## src/rtl/hbd_pkg.sv

```systemverilog
// package: constants and types for the host bus transaction decoder
package hbd_pkg;

    localparam int IOQ_DEPTH = 4;

    localparam logic [4:0] REQ_DEFER_REPLY = 5'h00;
    localparam logic [4:0] REQ_MEM_RDINV   = 5'h02;
    localparam logic [4:0] REQ_MEM_CODE    = 5'h04;
    localparam logic [4:0] REQ_MEM_WB      = 5'h05;
    localparam logic [4:0] REQ_MEM_DATA    = 5'h06;
    localparam logic [4:0] REQ_MEM_WR      = 5'h07;
    localparam logic [4:0] REQ_INTA_SPEC   = 5'h08;
    localparam logic [4:0] REQ_BTM         = 5'h09;
    localparam logic [4:0] REQ_IO_RD       = 5'h10;
    localparam logic [4:0] REQ_IO_WR       = 5'h11;
    localparam logic [4:0] REQB_INTA       = 5'h00;
    localparam logic [4:0] REQB_SPECIAL    = 5'h01;

    localparam logic [1:0] LEN_8    = 2'h0;
    localparam logic [1:0] LEN_16   = 2'h1;
    localparam logic [1:0] LEN_32   = 2'h2;

    localparam logic [2:0] RSP_IDLE   = 3'h0;
    localparam logic [2:0] RSP_RETRY  = 3'h1;
    localparam logic [2:0] RSP_DEFER  = 3'h2;
    localparam logic [2:0] RSP_NODATA = 3'h5;
    localparam logic [2:0] RSP_IWB    = 3'h6;
    localparam logic [2:0] RSP_NORMAL = 3'h7;

    typedef enum logic [5:0] {
        TGT_NONE  = 6'h01,
        TGT_DRAM  = 6'h02,
        TGT_HUB   = 6'h04,
        TGT_CFG   = 6'h08,
        TGT_GFX   = 6'h10,
        TGT_SPEC  = 6'h20
    } hbd_target_e;

    typedef struct packed {
        logic [4:0]  reqA;
        logic [4:0]  reqB;
        logic [31:0] addr;
        logic [7:0]  byteEn;
        logic        locked;
    } hbd_req_s;

    typedef struct packed {
        hbd_target_e target;
        logic        isRead;
        logic        isWrite;
        logic        zeroLen;
        logic        dropData;
        logic        noRetry;
        logic        deferOk;
        logic [5:0]  byteCount;
    } hbd_dec_s;

endpackage

```

## src/rtl/hbd_top.sv

```systemverilog
// host bus transaction decoder: in-order queue and response generator
module hbd_top
    import hbd_pkg::*;
#(
    parameter int DEPTH = IOQ_DEPTH
)
(
    input  wire logic        clk,
    input  wire logic        sys_rst,
    // request phase
    input  wire logic        reqValid,
    input  wire logic [4:0]  request_code_phase_a,
    input  wire logic [4:0]  request_code_phase_b,
    input  wire logic [31:0] reqAddr,
    input  wire logic [7:0]  byte_enable_lines,
    input  wire logic        reqLocked,
    output logic             reqReady,
    // address decode inputs
    input  wire logic        memIsDram,
    input  wire logic        memIsGfx,
    input  wire logic        ioIsCfg,
    input  wire logic        ioIsGfx,
    // snoop and target state
    input  wire logic        snoopHitM,
    input  wire logic        hubBusy,
    input  wire logic        deferEnable,
    // target dispatch
    output logic             dispValid,
    output hbd_target_e      dispTarget,
    output hbd_req_s         dispReq,
    output logic [5:0]       dispBytes,
    output logic             dispDropData,
    input  wire logic        dispDone,
    // deferred completion
    input  wire logic        deferDone,
    output logic             deferReplyValid,
    output logic [4:0]       deferReplyCode,
    input  wire logic        deferReplyTaken,
    // response phase
    output logic             response_code_bit2,
    output logic             response_code_bit1,
    output logic             response_code_bit0
);
    typedef enum logic [2:0] {
        ST_IDLE = 3'b001,
        ST_WAIT = 3'b010,
        ST_RESP = 3'b100
    } hbd_state_e;

    localparam int PW = $clog2(DEPTH);

    ////////////////////////////////////////////////////////////////////
    // in-order queue
    hbd_req_s       qReq_reg [DEPTH];
    logic [PW-1:0]  wrPtr_reg;
    logic [PW-1:0]  rdPtr_reg;
    logic [PW:0]    count_reg;
    logic           push;
    logic           pop;
    hbd_req_s       inReq;
    hbd_req_s       headReq;
    hbd_dec_s       headDec;
    hbd_state_e     state_reg;
    hbd_state_e     state_next;
    logic [2:0]     rsp_reg;
    logic [2:0]     rsp_next;
    logic           deferPend_reg;

    assign inReq = '{reqA: request_code_phase_a, reqB: request_code_phase_b,
                     addr: reqAddr, byteEn: byte_enable_lines, locked: reqLocked};
    assign reqReady = (count_reg < (PW+1)'(DEPTH));
    assign push = reqValid && reqReady;
    assign pop = (state_reg == ST_RESP);
    assign headReq = qReq_reg[rdPtr_reg];

    always_ff @(posedge clk) begin
        if (push) begin
            qReq_reg[wrPtr_reg] <= inReq;
        end
    end

    always_ff @(posedge clk) begin
        if (sys_rst) begin
            wrPtr_reg <= '0;
            rdPtr_reg <= '0;
            count_reg <= '0;
        end else begin
            if (push) begin
                wrPtr_reg <= (wrPtr_reg == PW'(DEPTH-1)) ? '0 : wrPtr_reg + 1'b1;
            end
            if (pop) begin
                rdPtr_reg <= (rdPtr_reg == PW'(DEPTH-1)) ? '0 : rdPtr_reg + 1'b1;
            end
            count_reg <= count_reg + (PW+1)'(push) - (PW+1)'(pop);
        end
    end

    hbd_decode u_decode (
        .req       (headReq),
        .memIsDram (memIsDram),
        .memIsGfx  (memIsGfx),
        .ioIsCfg   (ioIsCfg),
        .ioIsGfx   (ioIsGfx),
        .dec       (headDec)
    );

    ////////////////////////////////////////////////////////////////////
    // response selection
    logic headBusy;
    logic mayRetry;
    logic mayDefer;
    logic needTarget;

    assign headBusy = (count_reg != '0) && (state_reg == ST_IDLE);
    // retry: hub-directed, or locked dram read, never a writeback
    assign mayRetry = !headDec.noRetry && hubBusy
                      && ((headDec.target == TGT_HUB)
                          || (headDec.target == TGT_DRAM && headReq.locked && headDec.isRead));
    assign mayDefer = deferEnable && headDec.deferOk && !deferPend_reg;
    assign needTarget = (headDec.target == TGT_DRAM) || (headDec.target == TGT_HUB)
                        || (headDec.target == TGT_GFX) || (headDec.target == TGT_SPEC)
                        || (headDec.target == TGT_CFG);

    always_comb begin
        state_next = state_reg;
        rsp_next = RSP_IDLE;
        unique case (state_reg)
            ST_IDLE: begin
                if (headBusy) begin
                    if (snoopHitM) begin
                        state_next = ST_RESP;
                        rsp_next = RSP_IWB;
                    end else if (mayRetry) begin
                        state_next = ST_RESP;
                        rsp_next = RSP_RETRY;
                    end else if (mayDefer) begin
                        state_next = ST_RESP;
                        rsp_next = RSP_DEFER;
                    end else if (needTarget) begin
                        state_next = ST_WAIT;
                    end else begin
                        state_next = ST_RESP;
                        rsp_next = RSP_NODATA;
                    end
                end
            end
            ST_WAIT: begin
                if (dispDone) begin
                    state_next = ST_RESP;
                    if (headDec.isRead && !headDec.zeroLen) begin
                        rsp_next = RSP_NORMAL;
                    end else begin
                        rsp_next = RSP_NODATA;
                    end
                end
            end
            ST_RESP: state_next = ST_IDLE;
        endcase
    end

    always_ff @(posedge clk) begin
        if (sys_rst) begin
            state_reg <= ST_IDLE;
            rsp_reg <= RSP_IDLE;
        end else begin
            state_reg <= state_next;
            rsp_reg <= rsp_next;
        end
    end

    assign response_code_bit2 = rsp_reg[2];
    assign response_code_bit1 = rsp_reg[1];
    assign response_code_bit0 = rsp_reg[0];

    ////////////////////////////////////////////////////////////////////
    // dispatch to targets
    always_ff @(posedge clk) begin
        if (sys_rst) begin
            dispValid <= 1'b0;
            dispTarget <= TGT_NONE;
            dispReq <= '0;
            dispBytes <= '0;
            dispDropData <= 1'b0;
        end else begin
            dispValid <= (state_next == ST_WAIT) && (state_reg == ST_IDLE);
            if (state_reg == ST_IDLE) begin
                dispTarget <= headDec.target;
                dispReq <= headReq;
                dispBytes <= headDec.byteCount;
                dispDropData <= headDec.dropData;
            end
        end
    end

    ////////////////////////////////////////////////////////////////////
    // deferred reply initiation
    always_ff @(posedge clk) begin
        if (sys_rst) begin
            deferPend_reg <= 1'b0;
            deferReplyValid <= 1'b0;
        end else begin
            if (rsp_next == RSP_DEFER) begin
                deferPend_reg <= 1'b1;
            end else if (deferReplyValid && deferReplyTaken) begin
                deferPend_reg <= 1'b0;
            end
            if (deferPend_reg && deferDone && !deferReplyValid) begin
                deferReplyValid <= 1'b1;
            end else if (deferReplyTaken) begin
                deferReplyValid <= 1'b0;
            end
        end
    end

    assign deferReplyCode = REQ_DEFER_REPLY;

    ////////////////////////////////////////////////////////////////////
    // checks
    a_queue_bound: assert property (@(posedge clk) disable iff (sys_rst)
        count_reg <= (PW+1)'(DEPTH))
        else $error("queue over depth");

    a_pop_order: assert property (@(posedge clk) disable iff (sys_rst)
        pop |=> rdPtr_reg == (($past(rdPtr_reg) == PW'(DEPTH-1)) ? '0
                              : $past(rdPtr_reg) + 1'b1))
        else $error("queue read out of order");

    a_no_bad_rsp: assert property (@(posedge clk) disable iff (sys_rst)
        rsp_reg != 3'h4 && rsp_reg != 3'h3)
        else $error("illegal response code");

    a_rsp_idle: assert property (@(posedge clk) disable iff (sys_rst)
        (state_reg != ST_RESP) |-> rsp_reg == RSP_IDLE)
        else $error("response outside response phase");

    a_wb_no_retry: assert property (@(posedge clk) disable iff (sys_rst)
        (headBusy && headReq.reqA == REQ_MEM_WB) |=> rsp_reg != RSP_RETRY)
        else $error("writeback was retried");

    a_wb_dram: assert property (@(posedge clk) disable iff (sys_rst)
        (headBusy && headReq.reqA == REQ_MEM_WB && !snoopHitM)
        |=> dispValid && dispTarget == TGT_DRAM)
        else $error("writeback not sent to dram");

    a_snoop_iwb: assert property (@(posedge clk) disable iff (sys_rst)
        (headBusy && snoopHitM) |=> rsp_reg == RSP_IWB)
        else $error("missing implicit writeback");

    a_read_data: assert property (@(posedge clk) disable iff (sys_rst)
        (state_reg == ST_WAIT && dispDone && headDec.isRead && !headDec.zeroLen)
        |=> rsp_reg == RSP_NORMAL)
        else $error("read without normal data");

    a_write_nodata: assert property (@(posedge clk) disable iff (sys_rst)
        (state_reg == ST_WAIT && dispDone && headDec.isWrite) |=> rsp_reg == RSP_NODATA)
        else $error("write without no data response");

    a_io_cfg_local: assert property (@(posedge clk) disable iff (sys_rst)
        (headBusy && ioIsCfg && (headReq.reqA == REQ_IO_RD || headReq.reqA == REQ_IO_WR)
         && !snoopHitM) |=> dispTarget != TGT_HUB)
        else $error("config io forwarded to hub");

    a_defer_reply: assert property (@(posedge clk) disable iff (sys_rst)
        (deferPend_reg && deferDone && !deferReplyValid) |=> deferReplyValid)
        else $error("deferred reply not raised");

    a_disp_pulse: assert property (@(posedge clk) disable iff (sys_rst)
        dispValid |=> !dispValid)
        else $error("dispatch longer than one cycle");

    a_btm_drop: assert property (@(posedge clk) disable iff (sys_rst)
        (headBusy && headReq.reqA == REQ_BTM && headReq.reqB == 5'h00 && !snoopHitM)
        |=> rsp_reg == RSP_NODATA && !dispValid && dispDropData)
        else $error("branch trace data not dropped");

    a_io_hub: assert property (@(posedge clk) disable iff (sys_rst)
        (headBusy && (headReq.reqA == REQ_IO_RD || headReq.reqA == REQ_IO_WR)
         && !ioIsCfg && !ioIsGfx && !snoopHitM && !hubBusy && !deferEnable)
        |=> dispValid && dispTarget == TGT_HUB)
        else $error("io not forwarded to hub");

    a_inta_hub: assert property (@(posedge clk) disable iff (sys_rst)
        (headBusy && headReq.reqA == REQ_INTA_SPEC && headReq.reqB == REQB_INTA
         && !snoopHitM && !hubBusy && !deferEnable)
        |=> dispValid && dispTarget == TGT_HUB)
        else $error("interrupt acknowledge not sent to hub");

    a_special_pass: assert property (@(posedge clk) disable iff (sys_rst)
        (headBusy && headReq.reqA == REQ_INTA_SPEC
         && headReq.reqB[2:0] == REQB_SPECIAL[2:0] && !snoopHitM)
        |=> dispValid && dispTarget == TGT_SPEC)
        else $error("special cycle not passed on");

    a_defer_track: assert property (@(posedge clk) disable iff (sys_rst)
        (rsp_reg == RSP_DEFER) |-> deferPend_reg)
        else $error("deferred response not tracked");
endmodule

```

## src/rtl/hbd_decode.sv

```systemverilog
// combinational request decoder: target, direction, length
module hbd_decode
    import hbd_pkg::*;
(
    input  wire hbd_req_s req,
    input  wire logic     memIsDram,
    input  wire logic     memIsGfx,
    input  wire logic     ioIsCfg,
    input  wire logic     ioIsGfx,
    output hbd_dec_s      dec
);
    logic [1:0] lenCode;
    assign lenCode = req.reqB[1:0];

    function automatic logic [5:0] len_bytes(input logic [1:0] code, input logic [7:0] be);
        logic [5:0] n;
        n = '0;
        unique case (code)
            LEN_8:   for (int i = 0; i < 8; i++) n = n + {5'h00, be[i]};
            LEN_16:  n = 6'h10;
            LEN_32:  n = 6'h20;
            default: n = 6'h00;
        endcase
        return n;
    endfunction

    always_comb begin
        dec = '0;
        dec.target = TGT_NONE;
        dec.byteCount = len_bytes(lenCode, req.byteEn);
        unique case (req.reqA)
            REQ_INTA_SPEC: begin
                if (req.reqB == REQB_INTA) begin
                    dec.target = TGT_HUB;
                    dec.isRead = 1'b1;
                    dec.deferOk = 1'b1;
                end else if (req.reqB[2:0] == REQB_SPECIAL[2:0]) begin
                    dec.target = TGT_SPEC;
                end
            end
            REQ_BTM: begin
                if (req.reqB == 5'h00) begin
                    dec.target = TGT_NONE;
                    dec.dropData = 1'b1;
                end
            end
            REQ_IO_RD, REQ_IO_WR: begin
                dec.isRead = (req.reqA == REQ_IO_RD);
                dec.isWrite = (req.reqA == REQ_IO_WR);
                if (ioIsCfg) begin
                    dec.target = TGT_CFG;
                end else if (ioIsGfx) begin
                    dec.target = TGT_GFX;
                    dec.deferOk = 1'b1;
                end else begin
                    dec.target = TGT_HUB;
                    dec.deferOk = 1'b1;
                end
            end
            REQ_MEM_RDINV, REQ_MEM_CODE, REQ_MEM_DATA, REQ_MEM_WR: begin
                dec.isRead = (req.reqA != REQ_MEM_WR);
                dec.isWrite = (req.reqA == REQ_MEM_WR);
                if (memIsGfx) begin
                    dec.target = TGT_GFX;
                    dec.deferOk = dec.isRead;
                end else if (memIsDram) begin
                    dec.target = TGT_DRAM;
                end else begin
                    dec.target = TGT_HUB;
                    dec.deferOk = dec.isRead;
                end
            end
            REQ_MEM_WB: begin
                dec.isWrite = 1'b1;
                dec.target = TGT_DRAM;
                dec.noRetry = 1'b1;
            end
            default: dec.target = TGT_NONE;
        endcase
        dec.zeroLen = dec.isRead && (dec.byteCount == 6'h00);
    end
endmodule

```

## config.mk

```make
export PLATFORM = sky130hd
export DESIGN_NAME = hbd_top
export DESIGN_NICKNAME = d
export VERILOG_FILES = /design/src/rtl/hbd_pkg.sv /design/src/rtl/hbd_top.sv /design/src/rtl/hbd_decode.sv
export SDC_FILE = /design/constraint.sdc
export NUM_CORES = 1
export LEC_CHECK = 0
export ABC_AREA = 0
export ABC_CLOCK_PERIOD_IN_PS = 7000
export BUFFER_PORTS_ARGS = -buffer_cell sky130_fd_sc_hd__buf_2
export CORE_MARGIN = 1
export CORE_UTILIZATION = 46
export DETAILED_ROUTE_END_ITERATION = 16
export PLACE_DENSITY = 0.64
export SYNTH_ARGS = -nofsm -noshare
export SYNTH_HDL_FRONTEND = slang
export SYNTH_SLANG_ARGS = --single-unit
```

## constraint.sdc

```tcl
create_clock -name clk -period 7 [get_ports clk]
set_input_delay 0.35 -clock clk [delete_from_list [all_inputs] [get_ports clk]]
set_output_delay 0.35 -clock clk [all_outputs]
set_load 0.1 [all_outputs]
```

==> qor.csv, run 1 <==
stage;metric;value;unit
outcome;status;finished clean;
grt;first-pass GRT wire length;33.6;mm
place;Post-DP HPWL;13.3;mm
synthesis;ys async rst share;0;%
timing;Min Clock Period, post-route;4.78;ns
hold_path;worst min-delay path class;in -> reg;
critical_path;CP Capture Type;register;
critical_path;kind of critical path;reg -> reg;
clocking;# Post-CTS Setup Buffers;0;
floorplanning;core area;0.0234;sq mm
clocking;clock sink count;286;
clocking;post-cts gate resize count;0;
grt;initial antenna violation count;3;
timing;Max-slew headroom;37.6;%
route;total number of vias;6144;
route;DR pass1 iterations;4;
clocking;CTS tree;built;
clocking;Clock Latency Late Sink;0.54;ns
synthesis;dominant synthesized flop cell;edfxtp_1;
route;# DRC;0;
grt;Remaining Overflow, GRT;0;
final_layout;layout cell share with drive strength beyond 1;29.9;%
timing;final worst-path cycle share;68.3;%
floorplanning;Row Count;56;
timing;Hold Violations, Final;0;
synthesis;synthesized area per cell;15.5;sq um
synthesis;Synth Register Bits;286;
final_layout;Largest register FFs;204;
route;DRT iter0 DRCs;353;
critical_path;CP arrival;5.21;ns
synthesis;largest family of logic cells by synthesized area;multiplexers;
place;RePlAce Congestion;0.790;
synthesis;Post-synth EDFFs;204;
clocking;Root Driver;clkbuf_16;
timing;fmax;209;MHz
timing;RSZ-0062 raised after global routing;false;
floorplanning;Die X;156;um
job;Max Cap Viol;0;
critical_path;largest fanout on the critical path;46;
timing;final worst slack;2.22;ns
place;IO buf count;133;
final_layout;Area Overhead vs Synth;18.1;%
synthesis;Seq/Total Area, Yosys;71.1;%
clocking;Post-CTS Hold Fix Bufs;0;
synthesis;Synth Area in XOR/XNOR;0.240;%
timing;Max Clock Skew;0.0194;ns
synthesis;Synth Area in Compound Gates;5.39;%
synthesis;Synth Area in Simple Gates;7.54;%
floorplanning;Chip Height;156;um
final_layout;most common cell after layout, fill and taps aside;edfxtp_1;
synthesis;Mapped Area;0.0109;sq mm
final_layout;fin util;55.2;%
grt;largest net degree at the start of global routing;82;
power;PD cells;433;mW/mm^2
floorplanning;io pins;139;
route;WL/cell;18.2;um
route;vias per inst;5.18;
timing;final setup TNS;0;ns
final_layout;Layout Nets;926;
power;VDD IR max;0.000301;V
synthesis;Netlist cell types;55;
grt;GRT Util Overall;18.0;%
grt;vias in the first global route;6258;
floorplanning;Die ar.;0.0244;sq mm
synthesis;Adder-Cell Fraction of Synth Area;2.63;%
clocking;CTS buffer count;28;
place;pre-CTS setup slack;2.14;ns
critical_path;crit start category;register;
final_layout;commonest non-fill, non-tap cells in the layout;edfxtp_1, buf_2, nand2_1, dfxtp_1, a21oi_1;
clocking;Clock transition at path regs;0.06;ns
synthesis;synthesis warning total;0;
route;Detail Route Antenna Nets;0;
clocking;H-Tree Depth;1;
floorplanning;Initial Utilization;46.7;%
power;leakage;4.70;nW
timing;final setup violation count;0;
route;Routed WL;21.6;mm
critical_path;required time worst endpoint;7.42;ns
synthesis;mux share of post-synthesis cell area;10.7;%
clocking;CTS max path bufs;3;
timing;pin slew with the least headroom to its limit;0.935;ns
synthesis;post-synthesis cell count;706;
timing;Max Slew Vio Count;0;
[Yosys cell counts, types with 4 or more instances]
cell / instances / share of area [%]
nor2_1: 26 / 0.89
nor3_1: 7 / 0.32
buf_1: 5 / 0.17
and2_1: 5 / 0.29
inv_1: 18 / 0.62
buf_4: 5 / 0.34
nand3_1: 6 / 0.27
nor2b_1: 7 / 0.40
a211o_1: 4 / 0.32
clkbuf_1: 25 / 0.86
ha_1: 15 / 1.7
fa_1: 5 / 0.92
nand2_1: 119 / 4.1
a21oi_1: 70 / 3.2
a211oi_1: 5 / 0.34
mux4_2: 48 / 9.9
edfxtp_1: 204 / 56
dfxtp_1: 82 / 15
[logic make-up after synthesis]
kind of cell / Yosys count
flip-flops: 286
AND/OR/NAND/NOR: 188
AO/OA/AOI/OAI: 98
buffers and inverters: 58
multiplexers: 52
adder cells (fa/ha/maj): 20
XOR/XNOR: 3
other: 1
[cell type report]
class | count | area, sq um
Inverter | 18 | 67.6
Sequential cell | 286 | 7770
Clock buffer | 39 | 827
Fill cell | 1959 | 10500
Clock inverter | 13 | 176
Multi-Input combinational cell | 366 | 2930
Antenna cell | 2 | 5.00
Timing Repair Buffer | 142 | 733
Tap cell | 319 | 399
[power breakdown]
group          switching [W]  leakage, nW  internal (W)
clock network       0.000617        0.489      0.000973
registers          0.0000913         2.54       0.00204
logic                0.00147         1.66      0.000398
[metal layers]
layer | GRT usage, % | routed length, um | vias to the layer above
met1 | 24.6 | 9930 | 3058
met5 | 0 | 8 | -
met4 | 5.00 | 330 | 2
met3 | 3.69 | 1200 | 28
met2 | 29.3 | 10200 | 159
li1 | - | - | 2897
[worst paths after layout]
check                 from               to  slack, ns  cells after the start
min reg2reg  dispTarget[3]    dispTarget[3]       0.45                      2
min             reqAddr[9]  qReq_reg[3][18]       0.03                      1
max               register    deferPend_reg       2.22                     13
max reg2reg       register    deferPend_reg       2.22                     13
[critical path, cell delays in order, from the launching register on]
cell and delay (ns):
dfxtp_4 0.44, buf_4 0.73, mux4_2 0.65, fa_1 0.51
inv_1 0.06, fa_1 0.49, inv_1 0.05, fa_1 0.40
fa_1 0.43, o21ai_0 0.17, a21boi_0 0.13, o2111ai_1 0.23
o311ai_2 0.14, a31o_1 0.22
[per-stage QoR]
step | area, sq um | hold WS [ns] | instances | total power (W)
final | 12900 | 0.0275 | 1185 | 0.00559
after global routing | 12900 | 0.00603 | 1183 | 0.00584
after CTS | 12900 | 0.00952 | 1183 | 0.00565
after detailed placement | 11900 | 0.441 | 1131 | 0.00406
after global placement | 11900 | 0.438 | 1131 | 0.00405
after floorplan | 10900 | 0.449 | 710 | 0.00367
Note: power is estimated with default switching activity, not from simulation.
==> inputs of run 2 (changes only) <==
--- a/config.mk
+++ b/config.mk
@@ -6,12 +6,12 @@
 export NUM_CORES = 1
 export LEC_CHECK = 0
 export ABC_AREA = 0
-export ABC_CLOCK_PERIOD_IN_PS = 7000
+export ABC_CLOCK_PERIOD_IN_PS = 4200
 export BUFFER_PORTS_ARGS = -buffer_cell sky130_fd_sc_hd__buf_2
 export CORE_MARGIN = 1
 export CORE_UTILIZATION = 46
 export DETAILED_ROUTE_END_ITERATION = 16
-export PLACE_DENSITY = 0.64
+export PLACE_DENSITY = 0.66
 export SYNTH_ARGS = -nofsm -noshare
 export SYNTH_HDL_FRONTEND = slang
 export SYNTH_SLANG_ARGS = --single-unit
==> constraint.sdc (replaced) <==
create_clock -name clk -period 4.2 [get_ports clk]
set_input_delay 0.21 -clock clk [delete_from_list [all_inputs] [get_ports clk]]
set_output_delay 0.21 -clock clk [all_outputs]
set_load 0.1 [all_outputs]
==> run 2 against run 1 <==
Global-route usage increased by 0.98 points. Cell count increased by 5.2%. Power rose by 66%. Combinational power increased by 71%. Largest cell class unchanged. Sequential share of layout area shrank 2.5 points. Non-clock buffer count up 61. Clock power grew 59%. Utilization grew 2.4 points. Die area did not move. Critical endpoint unchanged.
==> qor.csv, run 2 (synthesis gave the netlist of run 1 again) <==
stage;metric;value;unit;change
floorplanning;Initial Utilization;46.7;%;unchanged
timing;final worst slack;0.188;ns;-2.03 ns
clocking;CTS tree;built;;
power;VDD IR max;0.000472;V;+57%
floorplanning;io pins;139;;unchanged
critical_path;required time worst endpoint;4.65;ns;-2.77 ns
timing;final setup violation count;0;;unchanged
critical_path;CP arrival;4.46;ns;-0.75 ns
timing;Hold Violations, Final;0;;unchanged
clocking;H-Tree Depth;1;;unchanged
timing;Max Slew Vio Count;0;;unchanged
clocking;Clock Latency Late Sink;0.55;ns;about the same
clocking;Root Driver;clkbuf_16;;
route;Detail Route Antenna Nets;0;;unchanged
timing;hold slack;0.0518;ns;+0.0242 ns
clocking;Clock transition at path regs;0.07;ns;about the same
floorplanning;Die ar.;0.0244;sq mm;unchanged
grt;Remaining Overflow, GRT;0;;unchanged
route;Max Used Layer;met4;;
timing;Min Clock Period, post-route;4.01;ns;-0.772 ns
final_layout;layout cell share with drive strength beyond 1;28.4;%;-1.5 points
clocking;# Post-CTS Setup Buffers;0;;unchanged
route;WL met3;1.34;mm;+12%
grt;first-pass GRT wire length;35.2;mm;+4.7%
final_layout;design area;0.0135;sq mm;+4.4%
route;# DRC;0;;unchanged
grt;initial antenna violation count;2;;-1
timing;final worst-path cycle share;95.5;%;+27 points
clocking;CTS max path bufs;3;;unchanged
final_layout;Layout Nets;988;;+6.7%
critical_path;critical-path cell list;mux4_2, ha_4, fa_1, inv_1, fa_1, inv_1, fa_2, fa_2, nor2_1, a21boi_1, o2111ai_1, o311ai_2, a31o_1;;
place;pre-CTS setup slack;0.182;ns;-1.95 ns
power;final total power;0.00929;W;+66%
critical_path;max incr delay on CP;0.55;ns;-0.18 ns
route;DRT iter0 DRCs;347;;-1.7%
route;DR pass1 iterations;4;;unchanged
grt;vias in the first global route;6477;;+3.5%
timing;pin slew with the least headroom to its limit;0.831;ns;-0.105 ns
final_layout;Area Overhead vs Synth;23.3;%;
timing;fmax;249;MHz;+19%
route;WL/cell;18.2;um;-0.48%
critical_path;kind of critical path;reg -> reg;;
route;wl on met1;9.93;mm;about the same
floorplanning;core area;0.0234;sq mm;unchanged
grt;GRT Util Overall;19.0;%;+0.98 points
final_layout;register area;0.00777;sq mm;unchanged
floorplanning;Row Count;56;;unchanged
place;Post-DP HPWL;14.1;mm;+5.8%
job;Max Cap Viol;0;;unchanged
power;leakage;4.92;nW;+4.8%
route;met2 wire len;10.9;mm;+7.1%
final_layout;commonest non-fill, non-tap cells in the layout;edfxtp_1, buf_2, nand2_1, dfxtp_1, a21oi_1;;
hold_path;worst min-delay path class;in -> reg;;
route;vias per inst;5.17;;-0.32%
outcome;status;finished clean;;
critical_path;largest fanout on the critical path;4;;-91%
timing;RSZ-0062 raised after global routing;false;;
route;Routed WL;22.6;mm;+4.7%
final_layout;Final Non-Filler Cells;1247;;+5.2%
place;RePlAce Congestion;0.826;;+4.5%
final_layout;most common cell after layout, fill and taps aside;edfxtp_1;;
place;number of placed cells counting well taps;1137;;+0.53%
power;PD cells;689;mW/mm^2;+59%
grt;largest net degree at the start of global routing;64;;-22%
timing;Max-slew headroom;44.6;%;+7.0 points
timing;Max Clock Skew;0.0116;ns;-0.00784 ns
clocking;clock sink count;286;;unchanged
place;placed cell areas;0.0120;sq mm;+0.53%
final_layout;Largest register FFs;204;;unchanged
critical_path;CP Capture Type;register;;
critical_path;Critical-path top delay cell;mux4_2;;
route;total number of vias;6445;;+4.9%
final_layout;area of the multi-input gates;0.00295;sq mm;+0.60%
final_layout;fillers;1858;;-5.2%
critical_path;crit start category;register;;
floorplanning;Die X;156;um;unchanged
place;IO buf count;133;;unchanged
floorplanning;Chip Height;156;um;unchanged
clocking;CTS buffer count;29;;+3.6%
-- run 2: layout make-up --
type | count | share of cell area [%]
timing repair buffer | 203 | 9.88
inverter | 18 | 0.501
clock buffer | 38 | 6.01
multi-input combinational | 366 | 21.9
clock inverter | 15 | 1.10
sequential | 286 | 57.7
tap | 319 | 2.96
antenna | 2 | 0.0371
-- run 2: worst paths after layout --
path           startpoint             to  slack (ns)  cells after the start
max reg2reg      register  deferPend_reg        0.19                     13
max              register  deferPend_reg        0.19                     13
min reg2reg  dispBytes[1]   dispBytes[1]        0.45                      2
min              memIsGfx  dispTarget[1]        0.05                      4
-- run 2: repair_timing --
item                                    in CTS  in global routing
endpoints found under the setup margin       0                  1
resized for setup                            0                  1
hold buffers                                55                  0
hold endpoints to repair                   208                  0
-- run 2: routing by layer --
| layer | track usage [%] | vias to the layer above |
|---|---|---|
| met2 | 32.0 | 192 |
| met3 | 3.50 | 36 |
| li1 | - | 3024 |
| met5 | 0 | - |
| met1 | 25.3 | 3193 |
| met4 | 5.09 | 0 |
-- run 2: worst max-delay path, delay by kind of cell, from the launching register on --
kind	cells	cell delay (ns)
multiplexers	1	0.55
AND/OR/NAND/NOR	1	0.13
AO/OA/AOI/OAI	4	0.74
flip-flops	1	0.37
buffers and inverters	2	0.10
adder cells (fa/ha/maj)	5	2.03
-- run 2: per-stage QoR --
step,utilization [%],TNS [ns]
floorplan,-,-0.00223
global route,57.6,0
detailed placement,51.1,0
finish,57.6,0
global placement,51.1,0
CTS,57.6,0
-- run 2: where the power goes --
| group | switching, W | internal (W) | total [W] |
|---|---|---|---|
| logic | 0.00248 | 0.000717 | 0.00319 |
| registers | 0.000158 | 0.00341 | 0.00357 |
| clock network | 0.00105 | 0.00148 | 0.00253 |
| total | 0.00368 | 0.00561 | 0.00929 |
==> inputs of run 3 (changes only) <==
--- a/config.mk
+++ b/config.mk
@@ -8,10 +8,14 @@
 export ABC_AREA = 0
 export ABC_CLOCK_PERIOD_IN_PS = 4200
 export BUFFER_PORTS_ARGS = -buffer_cell sky130_fd_sc_hd__buf_2
+export CELL_PAD_IN_SITES_DETAIL_PLACEMENT = 0
+export CELL_PAD_IN_SITES_GLOBAL_PLACEMENT = 1
 export CORE_MARGIN = 1
-export CORE_UTILIZATION = 46
+export CORE_UTILIZATION = 43
+export CTS_CLUSTER_SIZE = 28
 export DETAILED_ROUTE_END_ITERATION = 16
-export PLACE_DENSITY = 0.66
+export PLACE_DENSITY = 0.73
+export SKIP_CTS_REPAIR_TIMING = 1
 export SYNTH_ARGS = -nofsm -noshare
 export SYNTH_HDL_FRONTEND = slang
 export SYNTH_SLANG_ARGS = --single-unit
==> run 3 against run 2 <==
Worst setup slack got worse by 0.012 ns. Clock skew barely moved. Combinational power barely moved. Critical path depth did not move. Critical endpoint unchanged. Largest power group unchanged.
==> qor.csv, run 3 (synthesis gave the netlist of run 1 again) <==
stage;metric;value;unit;change
floorplanning;Chip Height;161;um;+3.4%
clocking;Clock transition at path regs;0.06;ns;about the same
final_layout;Largest register FFs;204;;unchanged
clocking;CTS buffer count;29;;unchanged
power;PD cells;683;mW/mm^2;-0.86%
route;DR pass1 iterations;4;;unchanged
timing;pin slew with the least headroom to its limit;0.980;ns;+0.149 ns
clocking;CTS max path bufs;3;;unchanged
place;pre-CTS setup slack;0.0970;ns;-0.0846 ns
route;# DRC;0;;unchanged
final_layout;Final Non-Filler Cells;1247;;unchanged
hold_path;worst min-delay path class;in -> reg;;
clocking;H-Tree Depth;1;;unchanged
timing;fmax;249;MHz;-0.29%
clocking;clock sink count;286;;unchanged
route;WL/cell;18.1;um;-0.37%
timing;final worst slack;0.177;ns;-0.0117 ns
critical_path;CP arrival;4.46;ns;about the same
clocking;CTS tree;built;;
timing;RSZ-0062 raised after global routing;false;;
route;Detail Route Antenna Nets;0;;unchanged
critical_path;max incr delay on CP;0.55;ns;about the same
final_layout;antenna diode count;0;;-2
timing;Max Slew Vio Count;0;;unchanged
critical_path;crit start category;register;;
timing;final setup violation count;0;;unchanged
final_layout;layout cell share with drive strength beyond 1;28.2;%;-0.23 points
grt;GRT Util Overall;17.4;%;-1.6 points
grt;initial antenna violation count;0;;-2
final_layout;most common cell after layout, fill and taps aside;edfxtp_1;;
critical_path;kind of critical path;reg -> reg;;
grt;vias in the first global route;6145;;-5.1%
floorplanning;io pins;139;;unchanged
route;DRT iter0 DRCs;371;;+6.9%
timing;Max Clock Skew;0.0117;ns;+0.000164 ns
power;leakage;4.89;nW;-0.64%
critical_path;Critical-path top delay cell;mux4_2;;
critical_path;largest fanout on the critical path;5;;+1
clocking;Clock Latency Late Sink;0.55;ns;about the same
grt;largest net degree at the start of global routing;82;;+28%
floorplanning;core area;0.0246;sq mm;+5.1%
job;Max Cap Viol;0;;unchanged
grt;first-pass GRT wire length;34.9;mm;-1.0%
timing;Min Clock Period, post-route;4.02;ns;+0.0117 ns
critical_path;required time worst endpoint;4.64;ns;about the same
route;Routed WL;22.6;mm;-0.37%
place;Post-DP HPWL;13.8;mm;-2.4%
place;IO buf count;133;;unchanged
floorplanning;Die X;161;um;+3.4%
final_layout;Layout Nets;984;;-0.40%
timing;Hold Violations, Final;0;;unchanged
critical_path;critical-path cell list;mux4_2, ha_4, fa_1, inv_1, fa_1, inv_1, fa_2, fa_2, nor2_1, a21boi_1, o2111ai_1, o311ai_2, a31o_1;;
floorplanning;Row Count;57;;+1.8%
clocking;Root Driver;clkbuf_16;;
final_layout;Area Overhead vs Synth;22.6;%;
timing;final worst-path cycle share;95.8;%;+0.28 points
final_layout;commonest non-fill, non-tap cells in the layout;edfxtp_1, buf_2, nand2_1, dfxtp_1, a21oi_1;;
route;vias per inst;5.10;;-1.3%
critical_path;CP Capture Type;register;;
outcome;status;finished clean;;
critical_path;Buf/Inv on CP;2;;unchanged
timing;Max-slew headroom;34.7;%;-9.9 points
grt;Remaining Overflow, GRT;0;;unchanged
floorplanning;Initial Utilization;44.4;%;-2.3 points
power;VDD IR max;0.000802;V;+70%
place;RePlAce Congestion;0.794;;-3.9%
route;total number of vias;6362;;-1.3%
critical_path;largest delay contributor family on the critical path;adder cells;;
place;number of placed cells counting well taps;1137;;unchanged
floorplanning;Die ar.;0.0261;sq mm;+6.9%
run 3: cell count changes in the layout (fill, tap and decap cells not counted), sizes merged:
cell,delta
clkbuf,-4
diode,-2
dlygate4sd3,-1
clkinvlp,-1
buf,-3
clkinv,+7
bufinv,-1
run 3: path summary, 6_finish.rpt:
check	to	slack, ns	cells past startpoint	start
worst max-delay path	deferPend_reg	0.18	13	register
worst min-delay path	deferReplyValid	0.02	4	deferDone
worst max register to register	deferPend_reg	0.18	13	register
worst min register to register	dispReq[37]	0.45	2	dispReq[37]
run 3: power breakdown:
| group | leakage, nW | switching [W] | internal (W) |
|---|---|---|---|
| registers | 2.54 | 0.000169 | 0.00341 |
| clock network | 0.440 | 0.00104 | 0.00137 |
| logic | 1.90 | 0.00246 | 0.000712 |
| total | 4.89 | 0.00367 | 0.00549 |
run 3: layout make-up:
type / count / area (sq um)
Sequential cell: 286 / 7770
Inverter: 18 / 67.6
Timing Repair Buffer: 199 / 1300
Tap cell: 324 / 405
Clock inverter: 20 / 143
Clock buffer: 34 / 764
Fill cell: 2075 / 11200
Multi-Input combinational cell: 366 / 2950
run 3: per-layer routing:
metal | wire length [um] | share of wire (%) | global-route usage [%] | vias to the layer above
met5 | 0 | 0 | 0 | -
met4 | 356 | 1.6 | 3.77 | 0
met3 | 1090 | 4.8 | 3.36 | 28
met2 | 10800 | 48 | 29.0 | 158
met1 | 10300 | 46 | 23.8 | 3162
li1 | - | - | - | 3014
run 3: tightest hold or removal path: cells and delay by family:
kind,cells,cell delay (ns)
and+or+nand+nor,2,0.08
muxes,1,0.13
buffers and inverters,1,0.10
run 3: metrics by stage:
step	utilization [%]	cell area (sq um)	hold WS [ns]	TNS, ns	total power (W)
after detailed placement	48.5	11900	0.429	0	0.00681
after CTS	52.2	12800	-0.151	0	0.00923
final	54.5	13400	0.0161	0	0.00915
after global placement	48.5	11900	0.426	0	0.00679
after floorplan	-	11000	0.309	-0.00223	0.00614
after global routing	54.5	13400	0.0422	0	0.00959
